==> config.mk <==
export PLATFORM = sky130hd
export DESIGN_NAME = apds_top
export DESIGN_NICKNAME = d
export VERILOG_FILES = /design/src/logic/apds_pkg.sv /design/src/logic/apds_sync.sv /design/src/logic/apds_reg16.sv /design/src/logic/apds_top.sv
export SDC_FILE = /design/constraint.sdc
export NUM_CORES = 1
export LEC_CHECK = 0
export BUFFER_PORTS_ARGS = -buffer_cell sky130_fd_sc_hd__buf_4
export CORE_ASPECT_RATIO = 1.4
export CORE_UTILIZATION = 35
export CTS_CLUSTER_DIAMETER = 60
export DETAILED_ROUTE_END_ITERATION = 10
export HOLD_SLACK_MARGIN = 0.05
export PLACE_DENSITY = 0.66
export SYNTH_ARGS = -nofsm -noshare
export SYNTH_HDL_FRONTEND = slang
export SYNTH_SLANG_ARGS = --single-unit
export TNS_END_PERCENT = 5
==> constraint.sdc <==
create_clock -name pclk -period 1.8 [get_ports pclk]
set_input_delay 0.54 -clock pclk [delete_from_list [all_inputs] [get_ports pclk]]
set_output_delay 0.54 -clock pclk [all_outputs]
set_load 0.01 [all_outputs]
==> src/logic/apds_pkg.sv <==
package apds_pkg;
  localparam int NUM_PINS = 12;
  localparam int REG_WIDTH = 16;
  localparam logic [11:0] ADDR_PIN_SELECT = 12'h000;
  localparam logic [11:0] ADDR_PAIR_CTRL0 = 12'h004;
  localparam logic [15:0] PIN_SELECT_MASK = 16'h0FFF;
  localparam logic [15:0] PIN_SELECT_RESET = 16'h0000;
  localparam logic [15:0] PAIR_CTRL0_RESET = 16'h0000;
  localparam int PAIR_SRC_LSB = 0;
  localparam int PAIR_SW_TRIG = 5;
  localparam int PAIR_PEND = 6;
  localparam int PAIR_IRQ_EN = 7;
  localparam int PAIR1_OFS = 8;

  typedef struct packed {
    logic [11:0] paddr;
    logic psel;
    logic penable;
    logic pwrite;
    logic [31:0] pwdata;
  } apds_apb_req_type;

  typedef struct packed {
    logic [31:0] prdata;
    logic pready;
    logic pslverr;
  } apds_apb_rsp_type;
endpackage

==> src/logic/apds_sync.sv <==
`timescale 1ns/1ps
`default_nettype none
module apds_sync #(
  parameter int WIDTH = 12
) (
  input wire logic pclk,
  input wire logic presetn,
  input wire logic [WIDTH-1:0] async_in,
  output logic [WIDTH-1:0] sync_out
);
  typedef struct packed {
    logic [WIDTH-1:0] s1;
    logic [WIDTH-1:0] s2;
    logic [WIDTH-1:0] s3;
    logic [WIDTH-1:0] out;
  } apds_sync_state_type;
  apds_sync_state_type st_q, st_d;

  always_comb begin
    st_d = st_q;
    st_d.s1 = async_in;
    st_d.s2 = st_q.s1;
    st_d.s3 = st_q.s2;
    // Accept a change only once two later stages agree, filtering a settling glitch
    for (int i = 0; i < WIDTH; i++) begin
      if (st_q.s2[i] == st_q.s3[i]) begin
        st_d.out[i] = st_q.s3[i];
      end
    end
  end

  always_ff @(posedge pclk or negedge presetn) begin
    if (!presetn) begin
      st_q <= '0;
    end else begin
      st_q <= st_d;
    end
  end

  assign sync_out = st_q.out;
endmodule
`default_nettype wire

==> src/logic/apds_reg16.sv <==
`timescale 1ns/1ps
`default_nettype none
module apds_reg16 #(
  parameter logic [15:0] WMASK = 16'hFFFF
) (
  input wire logic pclk,
  input wire logic presetn,
  input wire logic wr_en,
  input wire logic [15:0] wr_data,
  output logic [15:0] rd_data
);
  typedef struct packed {
    logic [15:0] val;
  } apds_reg_state_type;
  apds_reg_state_type st_q, st_d;

  always_comb begin
    st_d = st_q;
    if (wr_en) begin
      st_d.val = wr_data & WMASK;
    end
  end

  always_ff @(posedge pclk or negedge presetn) begin
    if (!presetn) begin
      st_q <= '0;
    end else begin
      st_q <= st_d;
    end
  end

  assign rd_data = st_q.val;
endmodule
`default_nettype wire

==> src/logic/apds_top.sv <==
// What this block does
// (RL1) Twelve pin select bits, positions 11 to 0
// (RL2) Bit one: digital, port read enabled
// (RL3) Digital pin: converter channel sees analog ground
// (RL4) Bit zero: analog, port read disabled
// (RL5) Analog pin: converter samples pin voltage
// (RL6) Upper four bits read zero, ignore writes
// (RL7) Reset clears all bits: analog mode
//
// The address map and the APB interface to the registers were decided locally.
`timescale 1ns/1ps
`default_nettype none
module apds_top #(
  parameter int NUM_PINS = apds_pkg::NUM_PINS
) (
  input wire logic pclk,
  input wire logic presetn,
  input wire apds_pkg::apds_apb_req_type apb_req,
  output apds_pkg::apds_apb_rsp_type apb_rsp,
  input wire logic [NUM_PINS-1:0] pin_level,
  output logic [NUM_PINS-1:0] port_read_data,
  output logic [NUM_PINS-1:0] port_read_enable,
  output logic [NUM_PINS-1:0] mux_to_analog_ground,
  output logic [NUM_PINS-1:0] mux_to_pin,
  output logic [15:0] conversion_pair_control_0
);
  typedef struct packed {
    apds_pkg::apds_apb_rsp_type rsp;
    logic [NUM_PINS-1:0] rd_en;
    logic [NUM_PINS-1:0] gnd;
    logic [NUM_PINS-1:0] pin;
    logic [NUM_PINS-1:0] rdata;
  } apds_top_state_type;
  apds_top_state_type st_q, st_d;

  logic [15:0] pin_select_q;
  logic [15:0] pair_ctrl_q;
  logic [NUM_PINS-1:0] pin_sync;
  logic wr_access;
  logic wr_pin_select;
  logic wr_pair_ctrl;
  logic [NUM_PINS-1:0] pin_digital_select_bits;

  // Writes take effect in the access cycle; slave answers with zero wait states
  assign wr_access = apb_req.psel && apb_req.penable && apb_req.pwrite;
  assign wr_pin_select = wr_access && (apb_req.paddr == apds_pkg::ADDR_PIN_SELECT);
  assign wr_pair_ctrl = wr_access && (apb_req.paddr == apds_pkg::ADDR_PAIR_CTRL0);

  apds_reg16 #(
    .WMASK(apds_pkg::PIN_SELECT_MASK) // see (RL6)
  ) u_pin_select (
    .pclk(pclk),
    .presetn(presetn), // see (RL7)
    .wr_en(wr_pin_select),
    .wr_data(apb_req.pwdata[15:0]),
    .rd_data(pin_select_q)
  );

  // Pair control is held only; its trigger behaviour lives elsewhere
  apds_reg16 #(
    .WMASK(16'hFFFF)
  ) u_pair_ctrl (
    .pclk(pclk),
    .presetn(presetn),
    .wr_en(wr_pair_ctrl),
    .wr_data(apb_req.pwdata[15:0]),
    .rd_data(pair_ctrl_q)
  );

  apds_sync #(
    .WIDTH(NUM_PINS)
  ) u_sync (
    .pclk(pclk),
    .presetn(presetn),
    .async_in(pin_level),
    .sync_out(pin_sync)
  );

  assign pin_digital_select_bits = pin_select_q[NUM_PINS-1:0]; // see (RL1)

  always_comb begin
    st_d = st_q;
    st_d.rsp.pready = apb_req.psel && !apb_req.penable;
    st_d.rsp.pslverr = 1'b0;
    st_d.rsp.prdata = 32'h0000_0000;
    if (apb_req.psel && !apb_req.penable) begin
      if (!apb_req.pwrite) begin
        unique case (apb_req.paddr)
          apds_pkg::ADDR_PIN_SELECT: st_d.rsp.prdata = {16'h0000, pin_select_q}; // see (RL6)
          apds_pkg::ADDR_PAIR_CTRL0: st_d.rsp.prdata = {16'h0000, pair_ctrl_q};
          default: st_d.rsp.prdata = 32'h0000_0000;
        endcase
      end
      st_d.rsp.pslverr = (apb_req.paddr != apds_pkg::ADDR_PIN_SELECT) &&
                         (apb_req.paddr != apds_pkg::ADDR_PAIR_CTRL0);
    end else if (!apb_req.psel) begin
      st_d.rsp.pready = 1'b0;
    end
    // Outputs follow the select register one cycle after the write lands
    st_d.rd_en = pin_digital_select_bits; // see (RL2) see (RL4)
    st_d.gnd = pin_digital_select_bits; // see (RL3)
    st_d.pin = ~pin_digital_select_bits; // see (RL5)
    st_d.rdata = pin_sync & pin_digital_select_bits; // see (RL2) see (RL4)
  end

  always_ff @(posedge pclk or negedge presetn) begin
    if (!presetn) begin
      st_q <= '0;
      st_q.pin <= '1; // see (RL7)
    end else begin
      st_q <= st_d;
    end
  end

  assign apb_rsp = st_q.rsp;
  assign port_read_enable = st_q.rd_en;
  assign mux_to_analog_ground = st_q.gnd;
  assign mux_to_pin = st_q.pin;
  assign port_read_data = st_q.rdata;
  assign conversion_pair_control_0 = pair_ctrl_q;

  property p_reserved_zero;
    @(posedge pclk) disable iff (!presetn)
      pin_select_q[15:12] == 4'h0;
  endproperty
  a_reserved_zero: assert property (p_reserved_zero) else $error("Reserved select bits nonzero"); // see (RL6)

  property p_write_lands;
    @(posedge pclk) disable iff (!presetn)
      wr_pin_select |=> pin_select_q == ($past(apb_req.pwdata[15:0]) & apds_pkg::PIN_SELECT_MASK);
  endproperty
  a_write_lands: assert property (p_write_lands) else $error("Select write not stored"); // see (RL1)

  property p_digital_read;
    @(posedge pclk) disable iff (!presetn)
      pin_select_q[0] |=> port_read_enable[0];
  endproperty
  a_digital_read: assert property (p_digital_read) else $error("Digital pin read not enabled"); // see (RL2)

  property p_digital_ground;
    @(posedge pclk) disable iff (!presetn)
      pin_select_q[NUM_PINS-1] |=> mux_to_analog_ground[NUM_PINS-1] && !mux_to_pin[NUM_PINS-1];
  endproperty
  a_digital_ground: assert property (p_digital_ground) else $error("Digital pin not grounded"); // see (RL3)

  property p_analog_noread;
    @(posedge pclk) disable iff (!presetn)
      !pin_select_q[0] |=> !port_read_enable[0] && port_read_data[0] == 1'b0;
  endproperty
  a_analog_noread: assert property (p_analog_noread) else $error("Analog pin read enabled"); // see (RL4)

  property p_analog_sample;
    @(posedge pclk) disable iff (!presetn)
      (mux_to_pin ^ mux_to_analog_ground) == '1;
  endproperty
  a_analog_sample: assert property (p_analog_sample) else $error("Mux select not exclusive"); // see (RL5)

  property p_read_back;
    @(posedge pclk) disable iff (!presetn)
      (apb_req.psel && !apb_req.penable && !apb_req.pwrite && apb_req.paddr == apds_pkg::ADDR_PIN_SELECT)
        |=> apb_rsp.pready && apb_rsp.prdata[31:12] == 20'h00000;
  endproperty
  a_read_back: assert property (p_read_back) else $error("Read upper bits nonzero"); // see (RL6)

  property p_reset_analog;
    @(posedge pclk) $rose(presetn) |-> pin_select_q == 16'h0000 && port_read_enable == '0;
  endproperty
  a_reset_analog: assert property (p_reset_analog) else $error("Reset left pins digital"); // see (RL7)

  property p_reset_mux;
    @(posedge pclk) $rose(presetn) |->
      mux_to_pin == '1 && mux_to_analog_ground == '0 && port_read_data == '0;
  endproperty
  a_reset_mux: assert property (p_reset_mux) else $error("Reset left channels grounded"); // see (RL7)

  // Zero wait states: every setup cycle is answered in the access cycle after it
  property p_ready_after_setup;
    @(posedge pclk) disable iff (!presetn)
      (apb_req.psel && !apb_req.penable) |=> apb_rsp.pready;
  endproperty
  a_ready_after_setup: assert property (p_ready_after_setup) else $error("Setup not answered");

  property p_ready_pulse;
    @(posedge pclk) disable iff (!presetn)
      apb_rsp.pready |=> !apb_rsp.pready;
  endproperty
  a_ready_pulse: assert property (p_ready_pulse) else $error("Ready held too long");

  property p_err_with_ready;
    @(posedge pclk) disable iff (!presetn)
      apb_rsp.pslverr |-> apb_rsp.pready;
  endproperty
  a_err_with_ready: assert property (p_err_with_ready) else $error("Error without ready");

  property p_idle_quiet;
    @(posedge pclk) disable iff (!presetn)
      !apb_rsp.pready |-> !apb_rsp.pslverr && apb_rsp.prdata == 32'h0000_0000;
  endproperty
  a_idle_quiet: assert property (p_idle_quiet) else $error("Response busy while idle");

  property p_read_err_zero;
    @(posedge pclk) disable iff (!presetn)
      apb_rsp.pslverr |-> apb_rsp.prdata == 32'h0000_0000;
  endproperty
  a_read_err_zero: assert property (p_read_err_zero) else $error("Error read data nonzero");

  property p_read_upper;
    @(posedge pclk) disable iff (!presetn)
      apb_rsp.pready |-> apb_rsp.prdata[31:16] == 16'h0000;
  endproperty
  a_read_upper: assert property (p_read_upper) else $error("Read upper half nonzero"); // see (RL6)

  property p_read_select;
    @(posedge pclk) disable iff (!presetn)
      (apb_req.psel && !apb_req.penable && !apb_req.pwrite && apb_req.paddr == apds_pkg::ADDR_PIN_SELECT)
        |=> apb_rsp.prdata == {16'h0000, $past(pin_select_q)};
  endproperty
  a_read_select: assert property (p_read_select) else $error("Select read data wrong"); // see (RL1)

  property p_pair_read;
    @(posedge pclk) disable iff (!presetn)
      (apb_req.psel && !apb_req.penable && !apb_req.pwrite && apb_req.paddr == apds_pkg::ADDR_PAIR_CTRL0)
        |=> apb_rsp.prdata == {16'h0000, $past(pair_ctrl_q)};
  endproperty
  a_pair_read: assert property (p_pair_read) else $error("Pair read data wrong");

  // Unmapped addresses answer with an error and leave both registers alone
  property p_unmapped_err;
    @(posedge pclk) disable iff (!presetn)
      (apb_req.psel && !apb_req.penable && apb_req.paddr != apds_pkg::ADDR_PIN_SELECT &&
       apb_req.paddr != apds_pkg::ADDR_PAIR_CTRL0) |=> apb_rsp.pslverr;
  endproperty
  a_unmapped_err: assert property (p_unmapped_err) else $error("Unmapped access not refused");

  property p_mapped_ok;
    @(posedge pclk) disable iff (!presetn)
      (apb_req.psel && !apb_req.penable && (apb_req.paddr == apds_pkg::ADDR_PIN_SELECT ||
       apb_req.paddr == apds_pkg::ADDR_PAIR_CTRL0)) |=> !apb_rsp.pslverr;
  endproperty
  a_mapped_ok: assert property (p_mapped_ok) else $error("Mapped access refused");

  property p_unmapped_write_ignored;
    @(posedge pclk) disable iff (!presetn)
      (wr_access && apb_req.paddr != apds_pkg::ADDR_PIN_SELECT && apb_req.paddr != apds_pkg::ADDR_PAIR_CTRL0)
        |=> $stable(pin_select_q) && $stable(pair_ctrl_q);
  endproperty
  a_unmapped_write_ignored: assert property (p_unmapped_write_ignored) else $error("Unmapped write stored");

  property p_select_hold;
    @(posedge pclk) disable iff (!presetn)
      !wr_pin_select |=> $stable(pin_select_q);
  endproperty
  a_select_hold: assert property (p_select_hold) else $error("Select changed without write"); // see (RL1)

  property p_write_reserved;
    @(posedge pclk) disable iff (!presetn)
      (wr_pin_select && apb_req.pwdata[15:12] != 4'h0) |=> pin_select_q[15:12] == 4'h0;
  endproperty
  a_write_reserved: assert property (p_write_reserved) else $error("Reserved write stored"); // see (RL6)

  property p_pair_write;
    @(posedge pclk) disable iff (!presetn)
      wr_pair_ctrl |=> pair_ctrl_q == $past(apb_req.pwdata[15:0]);
  endproperty
  a_pair_write: assert property (p_pair_write) else $error("Pair write not stored");

  property p_pair_hold;
    @(posedge pclk) disable iff (!presetn)
      !wr_pair_ctrl |=> $stable(pair_ctrl_q);
  endproperty
  a_pair_hold: assert property (p_pair_hold) else $error("Pair changed without write");

  property p_rdata_analog_zero;
    @(posedge pclk) disable iff (!presetn)
      (port_read_data & ~port_read_enable) == '0;
  endproperty
  a_rdata_analog_zero: assert property (p_rdata_analog_zero) else $error("Analog pin level leaked"); // see (RL4)

  property p_ground_vs_read;
    @(posedge pclk) disable iff (!presetn)
      mux_to_analog_ground == port_read_enable;
  endproperty
  a_ground_vs_read: assert property (p_ground_vs_read) else $error("Ground and read disagree"); // see (RL3)

  // One checker set per pin, so no channel can pick up a neighbour's select bit
  for (genvar g = 0; g < NUM_PINS; g++) begin : g_pin_chk
    property p_pin_read_en;
      @(posedge pclk) disable iff (!presetn)
        port_read_enable[g] == $past(pin_digital_select_bits[g]);
    endproperty
    a_pin_read_en: assert property (p_pin_read_en) else $error("Pin read enable wrong"); // see (RL2) see (RL4)

    property p_pin_ground;
      @(posedge pclk) disable iff (!presetn)
        mux_to_analog_ground[g] == $past(pin_digital_select_bits[g]);
    endproperty
    a_pin_ground: assert property (p_pin_ground) else $error("Pin ground select wrong"); // see (RL3)

    property p_pin_sample;
      @(posedge pclk) disable iff (!presetn)
        mux_to_pin[g] == !$past(pin_digital_select_bits[g]);
    endproperty
    a_pin_sample: assert property (p_pin_sample) else $error("Pin sample select wrong"); // see (RL5)

    property p_pin_gate;
      @(posedge pclk) disable iff (!presetn)
        port_read_data[g] == ($past(pin_sync[g]) && $past(pin_digital_select_bits[g]));
    endproperty
    a_pin_gate: assert property (p_pin_gate) else $error("Pin read data wrong"); // see (RL2) see (RL4)
  end
endmodule
`default_nettype wire

; Word level (Yosys, flattened, before mapping)
; Cells that the tools add are included.
; Widths: inputs -> output; s select.
[word_totals]
wordCells = 53
inputBits = 61
out_inout_bits = 98
ff_bits = 146
[classes]
mux = 5
eq_ne = 14
reduce_logical = 9
bitwise = 2
[op_table]
columns = op, count
row1 = $mux 32, 2
row2 = $pmux 16 s2, 1
row3 = $and 12x12->12, 1
row4 = $eq 1x1->1, 12
row5 = $eq 12x3->1 const B, 1
row6 = $logic_not 12->1, 1
row7 = $ne 12x3->1 const B, 1
row8 = $not 12->12, 1
row9 = $reduce_bool 12->1, 1
row10 = $logic_and 1x1->1, 6
row11 = $mux 1, 2
row12 = $logic_not 1->1, 1

; Longest topological paths before layout
[depth]
depth_word = 4
mapped_depth = 5
depth_no_buf = 3

; Hierarchy
; A second synthesis with hierarchy kept.
[unflattened]
cells_unflattened = 291
hier_area_um2 = 4672.0
[by_module_without_submodules]
columns = module, cells_each, instances, area_per_inst_um2, seq_area_each_um2
row1 = apds_top, 155, 1, 2078.2, 1366.3
row2 = apds_sync, 72, 1, 1426.4, 1201.2
row3 = apds_reg16 at u_pair_ctrl, 34, 1, 649.4, 400.4
row4 = apds_reg16 at u_pin_select, 30, 1, 518.0, 300.3

; Worst setup path before layout
; No wires, ideal clock.
[synth_timing]
kind = in2reg
startpoint = in apb_req[40] in the netlist's numbering
endpoint = reg u_pair_ctrl.st_q, in the netlist u_pair_ctrl.rd_data[10]
path_buffers = 1
setup_time_ps = 125
t_required_ps = 1675
setup_slack_ps = -410
arrival_time_ps = 2086
stages = 4
cell_sequence = or4_1 -> nor4_4 -> buf_6 -> mux2_2
[synth_between]
elab_chain_cells = 2
[synth_rtl]
columns = element, line_no
row1 = start: declaration, apds_top.sv:18  ; input wire apds_pkg::apds_apb_req_type apb_req,
row2 = $eq 12x3->1, apds_top.sv:47  ; assign wr_pair_ctrl = wr_access && (apb_req.paddr == apds_pkg::ADDR_PAIR_CTRL0);
row3 = $logic_and 1x1->1, apds_top.sv:47
row4 = end signal: assignment, apds_reg16.sv:28  ; st_q <= st_d;
row5 = end: declaration, apds_reg16.sv:15  ; apds_reg_state_type st_q, st_d;
; Every way passes these cells.
; A chain may end at the register's enable or synchronous reset.

; Worst setup path in the final report
[layout_timing]
startpoint = in apb_req[38] in the netlist's numbering
endpoint = reg u_pin_select.st_q, in the netlist u_pin_select.rd_data[11]
[layout_between]
elab_chain_cells = 2
[layout_rtl]
columns = element, line_no
row1 = $logic_not 12->1, apds_top.sv:46  ; assign wr_pin_select = wr_access && (apb_req.paddr == apds_pkg::ADDR_PIN_SELECT);
row2 = $logic_and 1x1->1, apds_top.sv:46
row3 = end signal: assignment, apds_reg16.sv:28
row4 = end: declaration, apds_reg16.sv:15
; Every way passes these cells.

==> run metrics <==
io pins=159; Synth area leaders=dfrtp_1, dfstp_2, mux2_2; clk_skew=0.00679 ns; WHS Path Cells=1; Tmin final=1.91 ns; outcome=finished, violations left; via count=2566; later-pin clock latency in the skew report=0.40 ns; Core Region=12300 um^2; Worst Hold Class=in2reg; Layout Nets=477; crit path kind=in2reg; f_max=523 MHz; CTS tree=built; number of flops mapped to enable cells by yosys=0; Yosys reg bits=130; PwrDens=approximately 1100 nW/um^2; most frequent cells in the layout=buf_4, dfrtp_1, mux2_4; worst path required time=2.08 ns; R2R Path End=u_sync.sync_out[10]$_DFFE_PN0N_; ys async rst share=100%; drt first pass iters=4; Post-Synthesis Cells=276; Area after DPL=5480 um^2; Setup crit end kind=flip-flop; worst reg2reg path startpoint=u_sync.st_d[22]$_DFF_PN0_; Vert. Die Dim=135 um; ANT cells=0; leakage power=approximately 3.1 nW; Routability Congestion=0.763; Final setup viols=28; Mapped Area=4400 um^2; worst reg2reg path depth=1; fin util=50.7%; fin. max-slew vios=0; failing checks=setup timing; arrival time at the worst endpoint=2.19 ns; Crit Path Max Fanout=6; worst vdd ir=0.783 mV; Max clock buf depth=2; vias in the first global route=2728; total power=6.70 mW; unrepaired setup endpoints after global routing=true; Rows=between 40 and 50; Worst Setup SP=apb_req[38]; Syn. warnings=0; Hold WS=0.239 ns; HPWL Detailed=5.85 mm; largest net degree at the start of global routing=49; routed wire length=8.83 mm; fin crit share=106%; clock root buffer=clkbuf_16; area share of the largest cell type after synthesis=67.1%; Hold Vio Cnt, Final=0; die width=just under 100 um; Vias/cell=~4.4; global-route wire length before repair=14.3 mm; maximum capacitance violations=0; hold path start=pin_level[5]; global route overflow=0; starting density of the core=35.7%; Post-route DRC=0; CTS Sinks=130; DIE AREA=13000 um^2; final instance area=6250 um^2; CP startpoint kind=input pin; antenna-violating nets left=0; Setup TNS=-1.77 ns; Total GRT Usage=14.5%; share of layout cells above drive strength 1=49.4%; area growth from synthesis to layout=42.0%; commonest non-fill, non-tap cell in the layout=buf_4; cell taking the most area after synthesis=dfrtp_1; slack of the worst reg-to-reg path=0.94 ns; Hold Crit Endpoint=u_sync.st_d[29]$_DFF_PN0_; antenna violations before repair=0; H-tree depth=4; clock transition at the registers of the reported paths=0.06 ns; routed len/inst=15.2 um; Port-buffer cells=126; setup slack after layout=-0.111 ns; cts bufs inserted=17; syn avg cell area=15.9 um^2; 1st-iter DRT viols=42; register area share after synthesis=74.3%; Top FF cell, synth=dfrtp_1; Synth cell types=25
[flip-flops by register name, summed over array words and instances (netlist names)]
register,count
mux_to_pin,12
u_sync.st_d,24
port_read_data,12
mux_to_analog_ground,12
u_sync.sync_out,12
u_pin_select.rd_data,12
u_sync.st_q,12
apb_rsp,18
u_pair_ctrl.rd_data,16
[synth_stat cells, types with 2 or more instances]
master      n
nand4_1     3
dfstp_2    12
nor4_1      2
mux2_2     28
and2_1     12
dfrtp_1   118
buf_4      29
nor3_1      5
maj3_1     12
mux2i_1    12
clkbuf_1    2
nor2_1     12
inv_1      17
[how the worst max path moves through the flow]
stage / endpoint / slack (ns) / depth (start not counted)
global route: u_pin_select.rd_data[11]$_DFFE_PN0P_ / -0.14 / 6
CTS: u_pin_select.rd_data[11]$_DFFE_PN0P_ / -0.08 / 6
floorplan: u_pair_ctrl.rd_data[10]$_DFFE_PN0P_ / -0.41 / 4
global placement: u_pin_select.rd_data[5]$_DFFE_PN0P_ / -0.49 / 5
detailed placement: u_pin_select.rd_data[5]$_DFFE_PN0P_ / -0.53 / 5
finish: u_pin_select.rd_data[11]$_DFFE_PN0P_ / -0.11 / 6
[power by group]
group	switching [mW]	internal (mW)
clock network	1.19	2.24
registers	0.0311	3.00
logic	0.123	0.114
[final cells by class]
class	instances	area, um^2
fillers	1081	6070
flip-flops and latches	130	3270
repair buffers	139	1140
multi-input cells	111	988
clock buffers	21	460
well taps	150	188
clock inverters	11	138
inverters	17	63.8
[layer usage]
layer | global-route usage (%) | wire, um | up-vias | share of wire (%)
li1 | - | - | 1157 | -
met2 | 24.0 | 4570 | 98 | 52
met3 | 4.81 | 523 | 15 | 5.9
met5 | 0 | 0 | - | 0
met4 | 7.55 | 189 | 0 | 2.1
met1 | 16.6 | 3540 | 1296 | 40
[critical path, stage by stage]
cell,delay [ns]
buf_6,0.09
or4_4,0.58
nor4_4,0.35
buf_4,0.19
buf_12,0.13
mux2_4,0.30
[stage by stage]
step,instances,setup slack (ns)
CTS,578,-0.0808
detailed placement,543,-0.526
global route,579,-0.136
global placement,543,-0.486
finish,579,-0.111
floorplan,291,-0.406
[logic make-up after synthesis]
logic type               count (synthesis)  share of synthesized area, %
AND/OR/NAND/NOR                         42                          5.86
flip-flops                             130                          74.3
multiplexers                            40                          9.90
other                                    1                        0.0853
buffers and inverters                   50                          6.91
AO/OA/AOI/OAI                            1                         0.199
adder cells (fa/ha/maj)                 12                          2.73
[timing repair]
item,in CTS,in global routing
pin swaps,2,3
setup endpoints to repair,28,28
hold buffers,1,0
gates cloned,1,0
hold endpoints to repair,33,0
gates resized for setup,26,3
setup buffers,1,1
(Power assumes the default switching activity.)
